File: src/rtl/cpu_core_pkg.sv
// Shared constants and carriers for the processor card core.
// Assumes a single 20 MHz system clock.
package cpu_core_pkg;
  localparam int          CLK_HZ         = 20_000_000;
  localparam int          ADDR_W         = 14;
  localparam int          PAGE_W         = 6;
  localparam int          BYTE_W         = 8;
  localparam int          STACK_DEPTH    = 8;
  localparam int          STACK_PTR_W    = 3;
  localparam int          NUM_LEVELS     = 8;
  localparam int          NUM_REGS       = 7;
  localparam logic [2:0]  REG_MEM_CODE   = 3'h7;
  localparam logic [2:0]  REG_PAGE_CODE  = 3'h5;
  localparam logic [2:0]  REG_BYTE_CODE  = 3'h6;
  localparam logic [2:0]  RTC_LEVEL      = 3'h7;
  localparam logic [13:0] VECTOR_STRIDE  = 14'h0008;
  localparam logic [13:0] RESET_VECTOR   = 14'h0000;
  localparam logic [2:0]  SP_RESET       = 3'h0;
  localparam logic [7:0]  IRQ_EN_RESET   = 8'h00;
  // Tick period in microseconds
  localparam int          RTC_PERIOD_US  = 10_000;
  localparam int          RTC_MIN_US     = 100;
  // One hour in microseconds does not fit a 32-bit int
  localparam longint      RTC_MAX_US     = longint'(3_600) * 1_000_000;
  localparam int          CYC_PER_US     = CLK_HZ / 1_000_000;
  localparam int          RTC_CYCLES     = RTC_PERIOD_US * CYC_PER_US;
  localparam int          RTC_CNT_W      = 37;

  // Flag indices
  localparam int          FLAG_C         = 0;
  localparam int          FLAG_Z         = 1;
  localparam int          FLAG_S         = 2;
  localparam int          FLAG_P         = 3;

  typedef enum logic [2:0] {
    OP_NONE, OP_ARITH, OP_LOGIC, OP_INCDEC, OP_LOAD
  } alu_kind_e;

  typedef enum logic [2:0] {
    FL_JUMP, FL_CALL, FL_RET, FL_RST
  } flow_kind_e;

  typedef struct packed {
    logic        valid;
    alu_kind_e   kind;
    logic [2:0]  dest;
    logic [7:0]  result;
    logic        carry;
  } exec_s;

  typedef struct packed {
    logic        valid;
    flow_kind_e  kind;
    logic        conditional;
    logic [1:0]  flag_sel;
    logic        flag_true;
    logic [13:0] target;
  } flow_s;

  typedef struct packed {
    logic        c;
    logic        z;
    logic        s;
    logic        p;
  } flags_s;
endpackage

File: src/rtl/return_stack.sv
// Eight-entry program counter stack with wrap-around pointer.
// Assumes one push or pop per cycle from the core.
`timescale 1ns/100ps
`default_nettype none
module return_stack #(
  parameter int DEPTH = cpu_core_pkg::STACK_DEPTH,
  parameter int PTR_W = cpu_core_pkg::STACK_PTR_W
) (
  input  wire logic                           clk_sys,
  input  wire logic                           rst_n,
  input  wire logic                           push,
  input  wire logic                           pop,
  input  wire logic                           load,
  input  wire logic [cpu_core_pkg::ADDR_W-1:0] wdata,
  output logic      [cpu_core_pkg::ADDR_W-1:0] pc,
  output logic      [PTR_W-1:0]                sp
);
  import cpu_core_pkg::*;

  logic [ADDR_W-1:0] mem_r [DEPTH];
  logic [PTR_W-1:0]  sp_r;
  logic [PTR_W-1:0]  sp_nxt;

  always_comb begin
    sp_nxt = sp_r;
    if (push) begin
      sp_nxt = sp_r - PTR_W'(1);
    end else if (pop) begin
      sp_nxt = sp_r + PTR_W'(1);
    end
  end

  always_ff @(posedge clk_sys or negedge rst_n) begin
    if (!rst_n) begin
      sp_r <= SP_RESET;
    end else begin
      sp_r <= sp_nxt;
    end
  end

  always_ff @(posedge clk_sys or negedge rst_n) begin
    if (!rst_n) begin
      for (int i = 0; i < DEPTH; i++) begin
        mem_r[i] <= RESET_VECTOR;
      end
    end else if (push || load) begin
      mem_r[sp_nxt] <= wdata;
    end
  end

  assign pc = mem_r[sp_r];
  assign sp = sp_r;
endmodule
`default_nettype wire

File: src/rtl/rtc_tick.sv
// Periodic real-time tick from the system clock.
// Assumes period_cycles is held steady by the configuring logic.
`timescale 1ns/100ps
`default_nettype none
module rtc_tick #(
  parameter int CNT_W = cpu_core_pkg::RTC_CNT_W
) (
  input  wire logic             clk_sys,
  input  wire logic             rst_n,
  input  wire logic [CNT_W-1:0] period_cycles,
  output logic                  tick
);
  import cpu_core_pkg::*;

  logic [CNT_W-1:0] cnt_r;
  logic [CNT_W-1:0] cnt_nxt;
  logic             tick_r;
  logic             tick_nxt;

  always_comb begin
    tick_nxt = 1'b0;
    cnt_nxt  = cnt_r + CNT_W'(1);
    if (cnt_r + CNT_W'(1) >= period_cycles) begin
      cnt_nxt  = '0;
      tick_nxt = 1'b1;
    end
  end

  always_ff @(posedge clk_sys or negedge rst_n) begin
    if (!rst_n) begin
      cnt_r  <= '0;
      tick_r <= 1'b0;
    end else begin
      cnt_r  <= cnt_nxt;
      tick_r <= tick_nxt;
    end
  end

  assign tick = tick_r;
endmodule
`default_nettype wire

File: src/rtl/cpu_card_core.sv
// Processor card core state: working registers, memory address, stack,
// flags, vectored interrupts and real-time tick.
// Assumes an external sequencer presents one decoded operation per cycle.
`timescale 1ns/100ps
`default_nettype none
module cpu_card_core #(
  parameter int RTC_PERIOD = cpu_core_pkg::RTC_CYCLES
) (
  input  wire logic                           clk_sys,
  input  wire logic                           rst_n,
  input  wire logic                           power_up_det,
  input  wire logic                           init_req,
  input  wire logic [cpu_core_pkg::NUM_LEVELS-1:0] irq_req,
  input  wire logic                           rtc_to_level7,
  input  wire logic [cpu_core_pkg::NUM_LEVELS-1:1] irq_enable,
  input  wire logic                           irq_mask_all,
  input  wire logic [cpu_core_pkg::RTC_CNT_W-1:0]  rtc_period_cycles,
  input  wire logic                           rtc_use_default,
  input  wire cpu_core_pkg::exec_s            exec_op,
  input  wire cpu_core_pkg::flow_s            flow_op,
  input  wire logic                           step_done,
  input  wire logic [2:0]                     rd_sel,
  input  wire logic [7:0]                     mem_rdata,
  input  wire logic                           addr_from_mem,
  output logic      [7:0]                     rd_data,
  output logic      [cpu_core_pkg::ADDR_W-1:0] pc,
  output logic      [cpu_core_pkg::STACK_PTR_W-1:0] stack_ptr,
  output cpu_core_pkg::flags_s                flags,
  output logic                                mem_wr,
  output logic      [7:0]                     mem_wdata,
  output logic      [cpu_core_pkg::ADDR_W-1:0] bus_address,
  output logic                                bus_address_line_low,
  output logic                                bus_address_line_top,
  output logic      [cpu_core_pkg::NUM_LEVELS-1:0] irq_ack,
  output logic                                rtc_tick_out
);
  import cpu_core_pkg::*;

  function automatic logic [13:0] vector_of(input logic [2:0] lvl);
    vector_of = 14'({11'h000, lvl}) * VECTOR_STRIDE;
  endfunction

  function automatic logic flag_pick(input flags_s f,
                                     input logic [1:0] sel);
    case (sel)
      2'h0:    flag_pick = f.c;
      2'h1:    flag_pick = f.z;
      2'h2:    flag_pick = f.s;
      default: flag_pick = f.p;
    endcase
  endfunction

  // Synchronised pins
  logic [NUM_LEVELS-1:0] irq_s1_r;
  logic [NUM_LEVELS-1:0] irq_s2_r;
  logic [1:0]            pwr_s_r;
  logic [1:0]            init_s_r;

  always_ff @(posedge clk_sys or negedge rst_n) begin
    if (!rst_n) begin
      irq_s1_r <= '0;
      irq_s2_r <= '0;
      pwr_s_r  <= '0;
      init_s_r <= '0;
    end else begin
      irq_s1_r <= irq_req;
      irq_s2_r <= irq_s1_r;
      pwr_s_r  <= {pwr_s_r[0], power_up_det};
      init_s_r <= {init_s_r[0], init_req};
    end
  end

  // Real-time tick
  logic [RTC_CNT_W-1:0] rtc_period;
  logic                 rtc_tick;

  assign rtc_period = rtc_use_default ? RTC_CNT_W'(RTC_PERIOD)
                                      : rtc_period_cycles;

  rtc_tick #(
    .CNT_W         (RTC_CNT_W)
  ) u_rtc (
    .clk_sys       (clk_sys),
    .rst_n         (rst_n),
    .period_cycles (rtc_period),
    .tick          (rtc_tick)
  );

  // Working registers and flags
  logic [7:0] regs_r   [NUM_REGS];
  logic [7:0] regs_nxt [NUM_REGS];
  flags_s     flags_r;
  flags_s     flags_nxt;
  logic       mem_wr_r;
  logic       mem_wr_nxt;
  logic [7:0] mem_wdata_r;
  logic [7:0] mem_wdata_nxt;

  always_comb begin
    regs_nxt      = regs_r;
    flags_nxt     = flags_r;
    mem_wr_nxt    = 1'b0;
    mem_wdata_nxt = mem_wdata_r;
    if (exec_op.valid) begin
      if (exec_op.dest == REG_MEM_CODE) begin
        mem_wr_nxt    = 1'b1;
        mem_wdata_nxt = exec_op.result;
      end else begin
        regs_nxt[exec_op.dest] = exec_op.result;
      end
      if (exec_op.kind != OP_LOAD && exec_op.kind != OP_NONE) begin
        flags_nxt.z = (exec_op.result == 8'h00);
        flags_nxt.s = exec_op.result[7];
        flags_nxt.p = ~^exec_op.result;
        case (exec_op.kind)
          OP_ARITH: flags_nxt.c = exec_op.carry;
          OP_LOGIC: flags_nxt.c = 1'b0;
          default:  flags_nxt.c = flags_r.c;
        endcase
      end
    end
  end

  always_ff @(posedge clk_sys or negedge rst_n) begin
    if (!rst_n) begin
      for (int i = 0; i < NUM_REGS; i++) begin
        regs_r[i] <= 8'h00;
      end
      flags_r     <= '0;
      mem_wr_r    <= 1'b0;
      mem_wdata_r <= 8'h00;
    end else begin
      regs_r      <= regs_nxt;
      flags_r     <= flags_nxt;
      mem_wr_r    <= mem_wr_nxt;
      mem_wdata_r <= mem_wdata_nxt;
    end
  end

  always_comb begin
    rd_data = mem_rdata;
    if (rd_sel != REG_MEM_CODE) begin
      rd_data = regs_r[rd_sel];
    end
  end

  // Interrupt arbitration
  logic [NUM_LEVELS-1:0] pending;
  logic                  take_irq;
  logic [2:0]            take_lvl;
  logic                  in_first_r;
  logic                  in_first_nxt;
  logic [NUM_LEVELS-1:0] ack_r;
  logic [NUM_LEVELS-1:0] ack_nxt;

  always_comb begin
    pending = irq_s2_r;
    if (rtc_to_level7) begin
      pending[RTC_LEVEL] = rtc_tick;
    end
    pending[NUM_LEVELS-1:1] = pending[NUM_LEVELS-1:1] & irq_enable
                              & {(NUM_LEVELS-1){~irq_mask_all}};
    pending[0] = irq_s2_r[0] | pwr_s_r[1] | init_s_r[1];
    take_lvl = 3'h0;
    for (int i = NUM_LEVELS - 1; i >= 0; i--) begin
      if (pending[i]) begin
        take_lvl = 3'(i);
      end
    end
    take_irq = (|pending) && step_done && !in_first_r;
  end

  // Program flow
  logic              br_ok;
  logic              st_push;
  logic              st_pop;
  logic              st_load;
  logic [ADDR_W-1:0] st_wdata;
  logic [ADDR_W-1:0] pc_now;

  always_comb begin
    st_push      = 1'b0;
    st_pop       = 1'b0;
    st_load      = 1'b0;
    st_wdata     = pc_now;
    in_first_nxt = in_first_r;
    ack_nxt      = '0;
    br_ok = !flow_op.conditional ||
            (flag_pick(flags_r, flow_op.flag_sel) == flow_op.flag_true);
    if (take_irq) begin
      st_push  = 1'b1;
      st_wdata = vector_of(take_lvl);
      in_first_nxt = 1'b1;
      ack_nxt[take_lvl] = 1'b1;
    end else if (flow_op.valid && br_ok) begin
      case (flow_op.kind)
        FL_CALL, FL_RST: begin
          st_push  = 1'b1;
          st_wdata = flow_op.target;
        end
        FL_RET:  st_pop = 1'b1;
        FL_JUMP: begin
          st_load  = 1'b1;
          st_wdata = flow_op.target;
        end
        default: st_load = 1'b0;
      endcase
    end
    if (!take_irq && step_done) begin
      in_first_nxt = 1'b0;
    end
  end

  always_ff @(posedge clk_sys or negedge rst_n) begin
    if (!rst_n) begin
      in_first_r <= 1'b0;
      ack_r      <= '0;
    end else begin
      in_first_r <= in_first_nxt;
      ack_r      <= ack_nxt;
    end
  end

  return_stack #(
    .DEPTH   (STACK_DEPTH),
    .PTR_W   (STACK_PTR_W)
  ) u_stack (
    .clk_sys (clk_sys),
    .rst_n   (rst_n),
    .push    (st_push),
    .pop     (st_pop),
    .load    (st_load),
    .wdata   (st_wdata),
    .pc      (pc_now),
    .sp      (stack_ptr)
  );

  // General address register
  logic [ADDR_W-1:0] addr_r;
  logic [ADDR_W-1:0] addr_nxt;

  always_comb begin
    addr_nxt = addr_from_mem
             ? {regs_r[REG_PAGE_CODE][PAGE_W-1:0], regs_r[REG_BYTE_CODE]}
             : pc_now;
  end

  always_ff @(posedge clk_sys or negedge rst_n) begin
    if (!rst_n) begin
      addr_r <= RESET_VECTOR;
    end else begin
      addr_r <= addr_nxt;
    end
  end

  assign pc                   = pc_now;
  assign flags                = flags_r;
  assign mem_wr               = mem_wr_r;
  assign mem_wdata            = mem_wdata_r;
  assign bus_address          = addr_r;
  // Bus lines are active low on the backplane
  assign bus_address_line_low = ~addr_r[0];
  assign bus_address_line_top = ~addr_r[ADDR_W-1];
  assign irq_ack              = ack_r;
  assign rtc_tick_out         = rtc_tick;
endmodule
`default_nettype wire

File: config.mk
export PLATFORM = sky130hd
export DESIGN_NAME = cpu_card_core
export DESIGN_NICKNAME = d
export VERILOG_FILES = /design/src/rtl/cpu_core_pkg.sv /design/src/rtl/return_stack.sv /design/src/rtl/rtc_tick.sv /design/src/rtl/cpu_card_core.sv
export SDC_FILE = /design/constraint.sdc
export NUM_CORES = 1
export LEC_CHECK = 0
export BUFFER_PORTS_ARGS = -buffer_cell sky130_fd_sc_hd__buf_2
export CAP_MARGIN = 25
export CELL_PAD_IN_SITES_DETAIL_PLACEMENT = 1
export CELL_PAD_IN_SITES_GLOBAL_PLACEMENT = 1
export CORE_MARGIN = 8
export CORE_UTILIZATION = 48
export DETAILED_ROUTE_END_ITERATION = 10
export PLACE_DENSITY_LB_ADDON = 0.1
export SKIP_CTS_REPAIR_TIMING = 1
export SYNTH_ARGS = -nofsm -noshare
export SYNTH_HDL_FRONTEND = slang
export SYNTH_SLANG_ARGS = --single-unit
File: constraint.sdc
create_clock -name clk_sys -period 4.3 [get_ports clk_sys]
set_input_delay 0.215 -clock clk_sys [delete_from_list [all_inputs] [get_ports clk_sys]]
set_output_delay 0.215 -clock clk_sys [all_outputs]
set_load 0.05 [all_outputs]
Word-level counts from Yosys, hierarchy flattened
Index checks and enable logic that the tools add are counted.
{ "totals": {"reg_bits": 265, "output_inout_bits": 63, "word_cells": 142} }
{ "op_classes": {"add_sub_neg": 3, "n_lt_le_gt_ge": 9, "eq_ne": 11, "mux": 49, "n_bitwise": 12, "reduce_logical": 27} }
{ "op_table": {"columns": ["cell", "count"], "rows": [
  ["112-bit bitwise mux", 1],
  ["14-bit two-way mux", 7],
  ["37-bit two-way mux", 2],
  ["56-bit bitwise mux", 1],
  ["14-bit binary-select mux with 3-bit select", 1],
  ["14-bit demux with 3-bit select", 1],
  ["8-bit two-way mux", 5],
  ["37-bit by 1-bit adder with 37-bit output, second input constant", 1],
  ["37-bit >= comparator", 1],
  ["3-bit two-way mux", 10],
  ["8-bit binary-select mux with 3-bit select", 1],
  ["8-bit demux with 3-bit select", 1],
  ["4-bit >= comparator, second input constant", 4],
  ["1-bit two-way mux", 16],
  ["3-bit inverter with 4-bit output", 4],
  ["7-bit bitwise AND", 2],
  ["3-bit by 2-bit == test with 1-bit output, second input constant", 3],
  ["1-bit logical AND", 8],
  ["8-bit logical NOT", 1],
  ["4-bit by 1-bit less-than comparator with 1-bit output, second input constant", 2],
  ["8-bit OR reduction", 1],
  ["8-bit XNOR reduction", 1],
  ["3-bit by 1-bit == test with 1-bit output, second input constant", 2],
  ["3-bit != test, second input constant", 2],
  ["other kinds (23)", 33]
]} }

Longest topological paths before layout
Gate-level depths: netlist of the first run.
{ "logic_depth": {"ltp_word": 16, "ltp_mapped": 19} }

By module
Synthesis of the first run repeated with hierarchy kept, for this count alone.
{ "hier_totals": {"hier_cells": 1145, "area_unflattened_um2": 13603.0} }
{ "modules_own_cells": {"columns": ["module", "instances", "cells_each", "area_each_um2", "seq_area_each_um2"], "rows": [
  ["return_stack", 1, 369, 5437.7, 2877.8],
  ["cpu_card_core", 1, 464, 5246.3, 2802.7],
  ["rtc_tick", 1, 312, 2919.0, 950.9]
]} }

Worst setup path after synthesis of the first run
Ideal clock, no wire load.
{ "synth_path": {"path_type": "register -> register", "start": "register u_rtc.cnt_r[0]", "end": "register u_rtc.cnt_r[19]", "setup_ns": 0.074, "arrival_time_ns": 3.650, "required_time_ns": 4.226, "slack_ns": 0.576, "stages_incl_launch_ff": 20, "synth_period_minus_slack_ns": 3.724, "path_cell_list": "dfrtp_1 -> ha_1 -> nand3_1 -> nor2_1 -> and2_1 -> nand2_1 -> nor3_1 -> nand2_1 -> xnor2_1 -> ha_1 -> a21o_1 -> a21o_1 -> a21oi_1 -> o21ai_0 -> a221oi_1 -> o21ai_0 -> a211o_1 -> clkbuf_1 -> clkbuf_1 -> nor2b_1"} }
{ "synth_via": {"elab_chain_len": 3} }
{ "synth_lines": {"columns": ["item", "line", "text"], "rows": [
  ["from (decl)", "rtc_tick.sv:15", "logic [CNT_W-1:0] cnt_r;"],
  ["from (signal assigned)", "rtc_tick.sv:34", "cnt_r <= cnt_nxt;"],
  ["37-bit by 1-bit adder with 37-bit output *", "rtc_tick.sv:22, rtc_tick.sv:23", null],
  ["37-bit >= comparator", "rtc_tick.sv:23", "if (cnt_r + CNT_W'(1) >= period_cycles) begin"],
  ["37-bit two-way mux *", "rtc_tick.sv:23", null],
  ["via u_rtc.cnt_nxt[19]", "rtc_tick.sv:16", "logic [CNT_W-1:0] cnt_nxt;"]
]} }
The timed path passes the listed nets; every way through them passes the cells marked *.
A chain may end at the register's enable or synchronous reset.

Final worst setup path of the first run
{ "layout_path": {"start": "register u_rtc.cnt_r[0]", "end": "register u_rtc.cnt_r[2]"} }
The elaborated chain is that of the path after synthesis.

==> results of run 1 <==
[cells in the final DEF, fill, tap and decap left out, types with 5 or more instances in the layout]
cell / count
xor2_1: 8
mux2_2: 82
dlygate4sd3_1: 21
xnor2_1: 32
o21ai_0: 46
and3_1: 7
mux4_2: 44
clkbuf_16: 29
nor3_1: 5
buf_4: 13
o21a_1: 5
dfrtp_1: 264
a21oi_1: 9
nor2_1: 37
mux2_4: 40
nand4_1: 12
a21o_1: 13
nand2_2: 6
buf_2: 171
mux2_1: 61
nand3_1: 21
nand2_1: 65
inv_1: 23
nand2b_1: 32
ha_1: 44
mux2i_1: 18
nor2b_1: 44
[path summary, 6_finish.rpt]
kind	from	to	slack, ns
worst max-delay path	u_rtc.cnt_r[0]	u_rtc.cnt_r[2]	0.40
worst min-delay path	exec_op[14]	flags[3]	-0.001
worst max register to register	u_rtc.cnt_r[0]	u_rtc.cnt_r[2]	0.40
worst min register to register	irq_s1_r[4]	irq_s2_r[4]	0.35
max in group asynchronous	rst_n	u_stack.sp[0]	2.88
min in group asynchronous	rst_n	u_rtc.cnt_r[35]	0.20
[report_power, final]
part	switching (mW)	total (mW)	internal [mW]
clock network	1.03	2.48	1.45
registers	0.370	3.47	3.10
logic	1.94	3.29	1.35
[worst max-delay path, cell delays in order (launching register included)]
cell and delay, ns:
dfrtp_1 0.40, ha_1 0.20, nand3_1 0.14, nor2_2 0.18, and2_2 0.22, nand2_1 0.08, nor3_1 0.28, nand2_1 0.11
xnor2_1 0.15, ha_1 0.32, a21o_1 0.18, a21o_1 0.17, a21oi_1 0.16, o21ai_0 0.11, a221oi_1 0.29, o21ai_0 0.11
a211o_2 0.36, buf_12 0.20, nor2b_1 0.15
[routing by layer]
layer / up-vias / part of all wire [%]
li1: 4002 / -
met1: 4571 / 45
met2: 186 / 48
met3: 56 / 5.3
met4: 4 / 1.9
met5: - / 0.054
[flip-flops by register name (all words and copies together), names as in the netlist, 2 cells and up]
signal,flops
mem_wdata,8
regs_r,56
u_stack.mem_r,112
bus_address,14
irq_s1_r,8
irq_ack,8
pwr_s_r,2
u_rtc.cnt_r,37
init_s_r,2
u_stack.sp,3
flags,4
irq_s2_r,8
[cell type report]
type	instances	area, um^2	share of cell area, %
Clock buffer	33	761	4.87
Tap cell	341	427	2.73
Inverter	24	90.1	0.577
Antenna cell	2	5.00	0.0320
Sequential cell	265	6630	42.5
Clock inverter	16	185	1.19
Multi-Input combinational cell	681	6300	40.4
Timing Repair Buffer	208	1220	7.80
[cell usage after synthesis, drive strengths merged (2+ instances only)]
master	n	area share, %
dfrtp	265	50
mux2	183	17
nand2	71	2.1
o21ai	49	1.9
nor2b	46	2.3
ha	44	4.2
mux4	44	7.5
nor2	40	1.2
xnor2	33	2.3
nand2b	32	1.5
inv	24	0.68
clkbuf	21	0.60
nand3	21	0.80
buf	18	0.92
mux2i	18	1.4
a21o	13	0.74
nand4	12	0.57
a21oi	10	0.41
xor2	8	0.53
and3	7	0.33
nor3	7	0.30
o21a	5	0.28
nand4b	4	0.27
a31oi	3	0.14
o211ai	3	0.17
a211oi	2	0.11
a221o	2	0.15
and2	2	0.095
and3b	2	0.13
and4	2	0.13
nand3b	2	0.11
nor3b	2	0.11
o22ai	2	0.14
[cell families after synthesis]
logic type	synth area share, %
AND/OR/NAND/NOR	10.2
adder cells (fa/ha/maj)	4.17
flip-flops	50.2
multiplexers	25.6
AO/OA/AOI/OAI	4.76
XOR/XNOR	2.86
buffers and inverters	2.20
==> out/metrics.csv, run 1 <==
stage,metric,value,unit
outcome,status,"finished, violations left",
outcome,violations,negative hold slack,
floorplanning,rows,60,
critical_path,cp-end-kind,flip-flop,
clock_network,cts_sinks,265,
floorplanning,fp.dieH,182,um
grt,grtUsageMet3,4.17,%
routing,drc,0,
flow_run,drv_cap,0,
yosys,syn-num-nets,1163,
clock_network,clock_latency,0.56,ns
sta,final.setup.worst_slack,0.399,ns
sta,fin_crit,3.90,ns
clock_network,path_clk_slew,0.06,ns
routing,wire_per_inst,22.3,um
clock_network,cts_root_buf,clkbuf_16,
sta,final-hold-violation-count,1,
placement,dp_hpwl,24.1,mm
clock_network,clk_path_buf_depth,3,
routing,wl,35.0,mm
critical_path,reg2reg_depth,18,
critical_path,cp-start-kind,flip-flop,
placement,numPlacedInstances,1498,
layout,fin_area,15600,um^2
power,power.leakage,7.82,nW
clock_network,cts_tree,built,
sta,drv_slew,0,
routing,vias,8819,
grt,grt.overflow.total,0,
yosys,async_reset_ff_share,100,%
grt,grt_busiest_layer,met2,
yosys,synthFlopType,dfrtp_1,
grt,antenna_found_initial,4,
sta,clock.fmax,0.256,GHz
placement,place_congestion,0.839,
floorplanning,io_pins,173,
grt,grt_max_degree,136,
grt,met1_usage,28.1,%
routing,detail-route-antenna-nets,0,
floorplanning,initial_core_util,49.0,%
sta,skew,0.0224,ns
sta,setup_tns,0,ns
grt,grt_pass1_wl,55.5,mm
grt,grt_pass1_vias,9701,
critical_path,crit_required,4.78,ns
clock_network,cts_max_level,1,
placement,placed_cell_area,14500,um^2
placement,dp_slack,0.380,ns
sta,setup_viol,0,
layout,final_layout_size_suffix_gt1_share,34.7,%
floorplanning,dieArea,33100,um^2
yosys,synth-seq-cells,265,
yosys,synth-edff-count,0,
layout,nNetsFinal,1363,
routing,drtPass1Iterations,4,
power,peakVddDrop,0.000379,V
sta,holdWs,-0.00113,ns
routing,via_per_inst,5.62,
yosys,syn_area,13200,um^2
yosys,yosysWarnings,0,
critical_path,critical_path_arrival,4.38,ns
clock_network,cts_buffers,29,
layout,syn2layout_area_growth,18.3,%
yosys,yosysSeqAreaShare,50.2,%
yosys,syn_avg_cell_area,13.1,um^2
yosys,netlist_instances,1009,
power,total_power,9.25,mW
sta,slew_headroom,39.3,%
sta,rsz0062_at_grt,no,
grt,use_met2,34.7,%
critical_path,crit_fanout,32,
yosys,synth.distinct_cells,60,
layout,final_util,58.0,%
sta,period_share,90.7,%
worst_hold_path,whs_path_depth,4,
layout,instances_no_fill,1570,
worst_hold_path,hp-class,in2reg,
critical_path,crit_type,reg2reg,
placement,port_buffers,172,
floorplanning,die_x,182,um
routing,drt_iter0_drc,468,
sta,worst_pin_slew,0.906,ns
floorplanning,core,27000,um^2
power,p_per_area,592,nW/um^2
layout,fill_cells,2737,
grt,grtUsageTotal,21.1,%
Note: power is estimated with default switching activity, not from simulation.
==> inputs of run 2 (changes only) <==
--- a/config.mk
+++ b/config.mk
@@ -10,7 +10,7 @@
 export CELL_PAD_IN_SITES_DETAIL_PLACEMENT = 1
 export CELL_PAD_IN_SITES_GLOBAL_PLACEMENT = 1
 export CORE_MARGIN = 8
-export CORE_UTILIZATION = 48
+export CORE_UTILIZATION = 50
 export DETAILED_ROUTE_END_ITERATION = 10
 export PLACE_DENSITY_LB_ADDON = 0.1
 export SKIP_CTS_REPAIR_TIMING = 1
==> constraint.sdc (replaced) <==
create_clock -name clk_sys -period 4.99 [get_ports clk_sys]
set_input_delay 0.2495 -clock clk_sys [delete_from_list [all_inputs] [get_ports clk_sys]]
set_output_delay 0.2495 -clock clk_sys [all_outputs]
set_load 0.05 [all_outputs]
==> run 2 against run 1 <==
- the flow now finishes without violations
- routed wire length up 0.68%
- sequential share of layout area up 0.15 points
- fmax down 0.86%
- global-route usage up 1.3 points
- final area down 0.36%
- clock power down 11%
- combinational power down 15%
- critical path depth unchanged
- final cell count down 0.70%
- via count down 0.61%
- register-to-register slack better by 0.66 ns
- core utilization up 1.9 points
==> out/metrics.csv, run 2 (synthesis gave the netlist of run 1 again) <==
stage,metric,value,unit,change
outcome,status,finished clean,,
floorplanning,io_pins,173,,unchanged
critical_path,cp-end-kind,flip-flop,,
critical_path,cp-startpoint,u_rtc.cnt_r[0],,
layout,final_layout_size_suffix_gt1_share,34.7,%,about the same
routing,drc,0,,unchanged
routing,wl,35.2,mm,+0.68%
clock_network,path_clk_slew,0.06,ns,about the same
grt,grt_pass1_wl,55.8,mm,+0.48%
placement,placed_cell_area,14400,um^2,-0.26%
sta,drv_slew,0,,unchanged
critical_path,crit_type,reg2reg,,
worst_hold_path,hp-class,in2reg,,
floorplanning,rows,59,,-1.7%
grt,grt.overflow.total,0,,unchanged
layout,final_util,59.9,%,+1.9 points
worst_hold_path,whs_path_depth,2,,-2
floorplanning,die_x,178,um,-1.8%
critical_path,rr_startpoint,u_rtc.cnt_r[0],,
grt,antenna_found_initial,0,,-4
floorplanning,core,26000,um^2,-3.6%
grt,met1_usage,30.5,%,+2.4 points
critical_path,crit_fanout,22,,-31%
sta,period_share,78.9,%,-12 points
flow_run,drv_cap,0,,unchanged
clock_network,cts_buffers,29,,unchanged
routing,via_per_inst,5.62,,about the same
clock_network,cts_tree,built,,
power,peakVddDrop,0.000340,V,-10%
layout,syn2layout_area_growth,17.9,%,
routing,detail-route-antenna-nets,0,,unchanged
power,power.leakage,7.83,nW,+0.15%
sta,rsz0062_at_grt,no,,
clock_network,clk_path_buf_depth,3,,unchanged
sta,final-hold-violation-count,0,,-1
sta,skew,0.0150,ns,-0.00733 ns
critical_path,crit_chain,ha_1 > nand3_1 > nor2_1 > and2_1 > nand2_1 > nor2_1 > nand3_1 > xnor2_1 > ha_1 > a21o_1 > a21o_1 > a21oi_1 > o21ai_0 > a221oi_1 > o21ai_0 > a211o_1 > buf_4 > nor2b_1,,
critical_path,r2r-end,u_rtc.cnt_r[14],,
floorplanning,dieArea,31900,um^2,-3.7%
critical_path,critical_path_arrival,4.40,ns,+0.02 ns
layout,top_regs,"u_stack.mem_r (112), regs_r (56), u_rtc.cnt_r (37)",,
power,p_per_area,517,nW/um^2,-13%
clock_network,clock_latency,0.55,ns,about the same
routing,drt_iter0_drc,460,,-1.7%
sta,fin_crit,3.94,ns,+0.0338 ns
routing,vias,8765,,-0.61%
routing,wire_per_inst,22.6,um,+1.4%
critical_path,max_stage_delay,0.42,ns,+0.02 ns
placement,dp_hpwl,24.1,mm,about the same
clock_network,cts_root_buf,clkbuf_16,,
critical_path,crit_slowest_cell,dfrtp_1,,
layout,largest_reg_flops,112,,unchanged
layout,antenna_cells,0,,-2
placement,port_buffers,172,,unchanged
layout,nNetsFinal,1356,,-0.51%
layout,fin_area,15600,um^2,-0.36%
critical_path,cp-start-kind,flip-flop,,
power,total_power,8.04,mW,-13%
sta,worst_pin_slew,0.891,ns,-0.0148 ns
layout,final_cell_mix,"dfrtp_1 (264), buf_2 (171), mux2_2 (82)",,
worst_hold_path,min_to,regs_r[41],,
grt,grt_pass1_vias,9796,,+0.98%
grt,grt_max_degree,143,,+5.1%
grt,use_met2,37.7,%,+3.0 points
critical_path,r2r_setup_slack,1.05,ns,+0.66 ns
grt,grtUsageTotal,22.4,%,+1.3 points
critical_path,crit_required,5.46,ns,+0.68 ns
routing,drtPass1Iterations,4,,unchanged
clock_network,cts_max_level,1,,unchanged
grt,grt_busiest_layer,met2,,
layout,final_common_cell,dfrtp_1,,
placement,place_congestion,0.797,,-4.9%
sta,setup_viol,0,,unchanged
clock_network,cts_sinks,265,,unchanged
sta,clock.fmax,0.254,GHz,-0.86%
worst_hold_path,hp-start,exec_op[2],,
critical_path,reg2reg_depth,18,,unchanged
grt,grtUsageMet3,3.13,%,-1.0 points
layout,largest_register,u_stack.mem_r,,
floorplanning,initial_core_util,50.8,%,+1.8 points
sta,slew_headroom,40.3,%,+0.99 points
sta,setup_tns,0,ns,unchanged
floorplanning,fp.dieH,178,um,-1.8%
-- run 2: cell count changes in the layout (fill, tap and decap cells not counted), sizes merged --
cell / before / now
clkbuf: 33 / 40
clkinv: 7 / 9
clkinvlp: 3 / 1
diode: 2 / 0
dlygate4sd3: 21 / 13
inv: 27 / 25
-- run 2: critical path: cells and delay by family (launching register included) --
family                   cells  cell delay [ns]
AO/OA/AOI/OAI                7             1.25
flip-flops                   1             0.42
AND/OR/NAND/NOR              7             1.23
adder cells (fa/ha/maj)      2             0.50
XOR/XNOR                     1             0.23
buffers and inverters        1             0.22
-- run 2: cell type report --
type / instances / area [um^2]
Clock inverter: 14 / 151
Sequential cell: 265 / 6630
Tap cell: 335 / 419
Clock buffer: 39 / 833
Inverter: 24 / 90.1
Fill cell: 2623 / 10400
Timing Repair Buffer: 201 / 1150
Multi-Input combinational cell: 681 / 6290
-- run 2: where the power goes --
part	internal, mW	total (mW)	switching (mW)
combinational	1.17	2.80	1.63
clock	1.32	2.20	0.877
sequential	2.67	3.05	0.376
-- run 2: worst max-delay path by stage --
| stage | endpoint | slack, ns | cells after the start |
|---|---|---|---|
| after CTS | u_rtc.cnt_r[14] | 1.02 | 18 |
| after floorplan | u_rtc.cnt_r[19] | 1.27 | 19 |
| after global placement | u_rtc.cnt_r[9] | 1.26 | 18 |
| after detailed placement | u_rtc.cnt_r[14] | 1.05 | 18 |
| final | u_rtc.cnt_r[14] | 1.05 | 18 |
| after global routing | u_rtc.cnt_r[32] | 0.68 | 18 |
-- run 2: metal layers --
| layer | part of all wire, % | vias up | wire, um |
|---|---|---|---|
| met2 | 49 | 188 | 17200 |
| met1 | 45 | 4538 | 15800 |
| met3 | 5.0 | 40 | 1760 |
| met4 | 1.3 | 0 | 475 |
| met5 | 0 | - | 0 |
| li1 | - | 3999 | - |
-- run 2: metrics by stage --
| stage | hold WS (ns) | worst slack, ns | instances |
|---|---|---|---|
| after global placement | 0.262 | 1.26 | 1491 |
| after CTS | -0.311 | 1.02 | 1544 |
| after floorplan | -0.0461 | 1.27 | 1009 |
| final | 0.0126 | 1.05 | 1559 |
| after detailed placement | 0.272 | 1.05 | 1491 |
| after global routing | 0.00616 | 0.681 | 1559 |
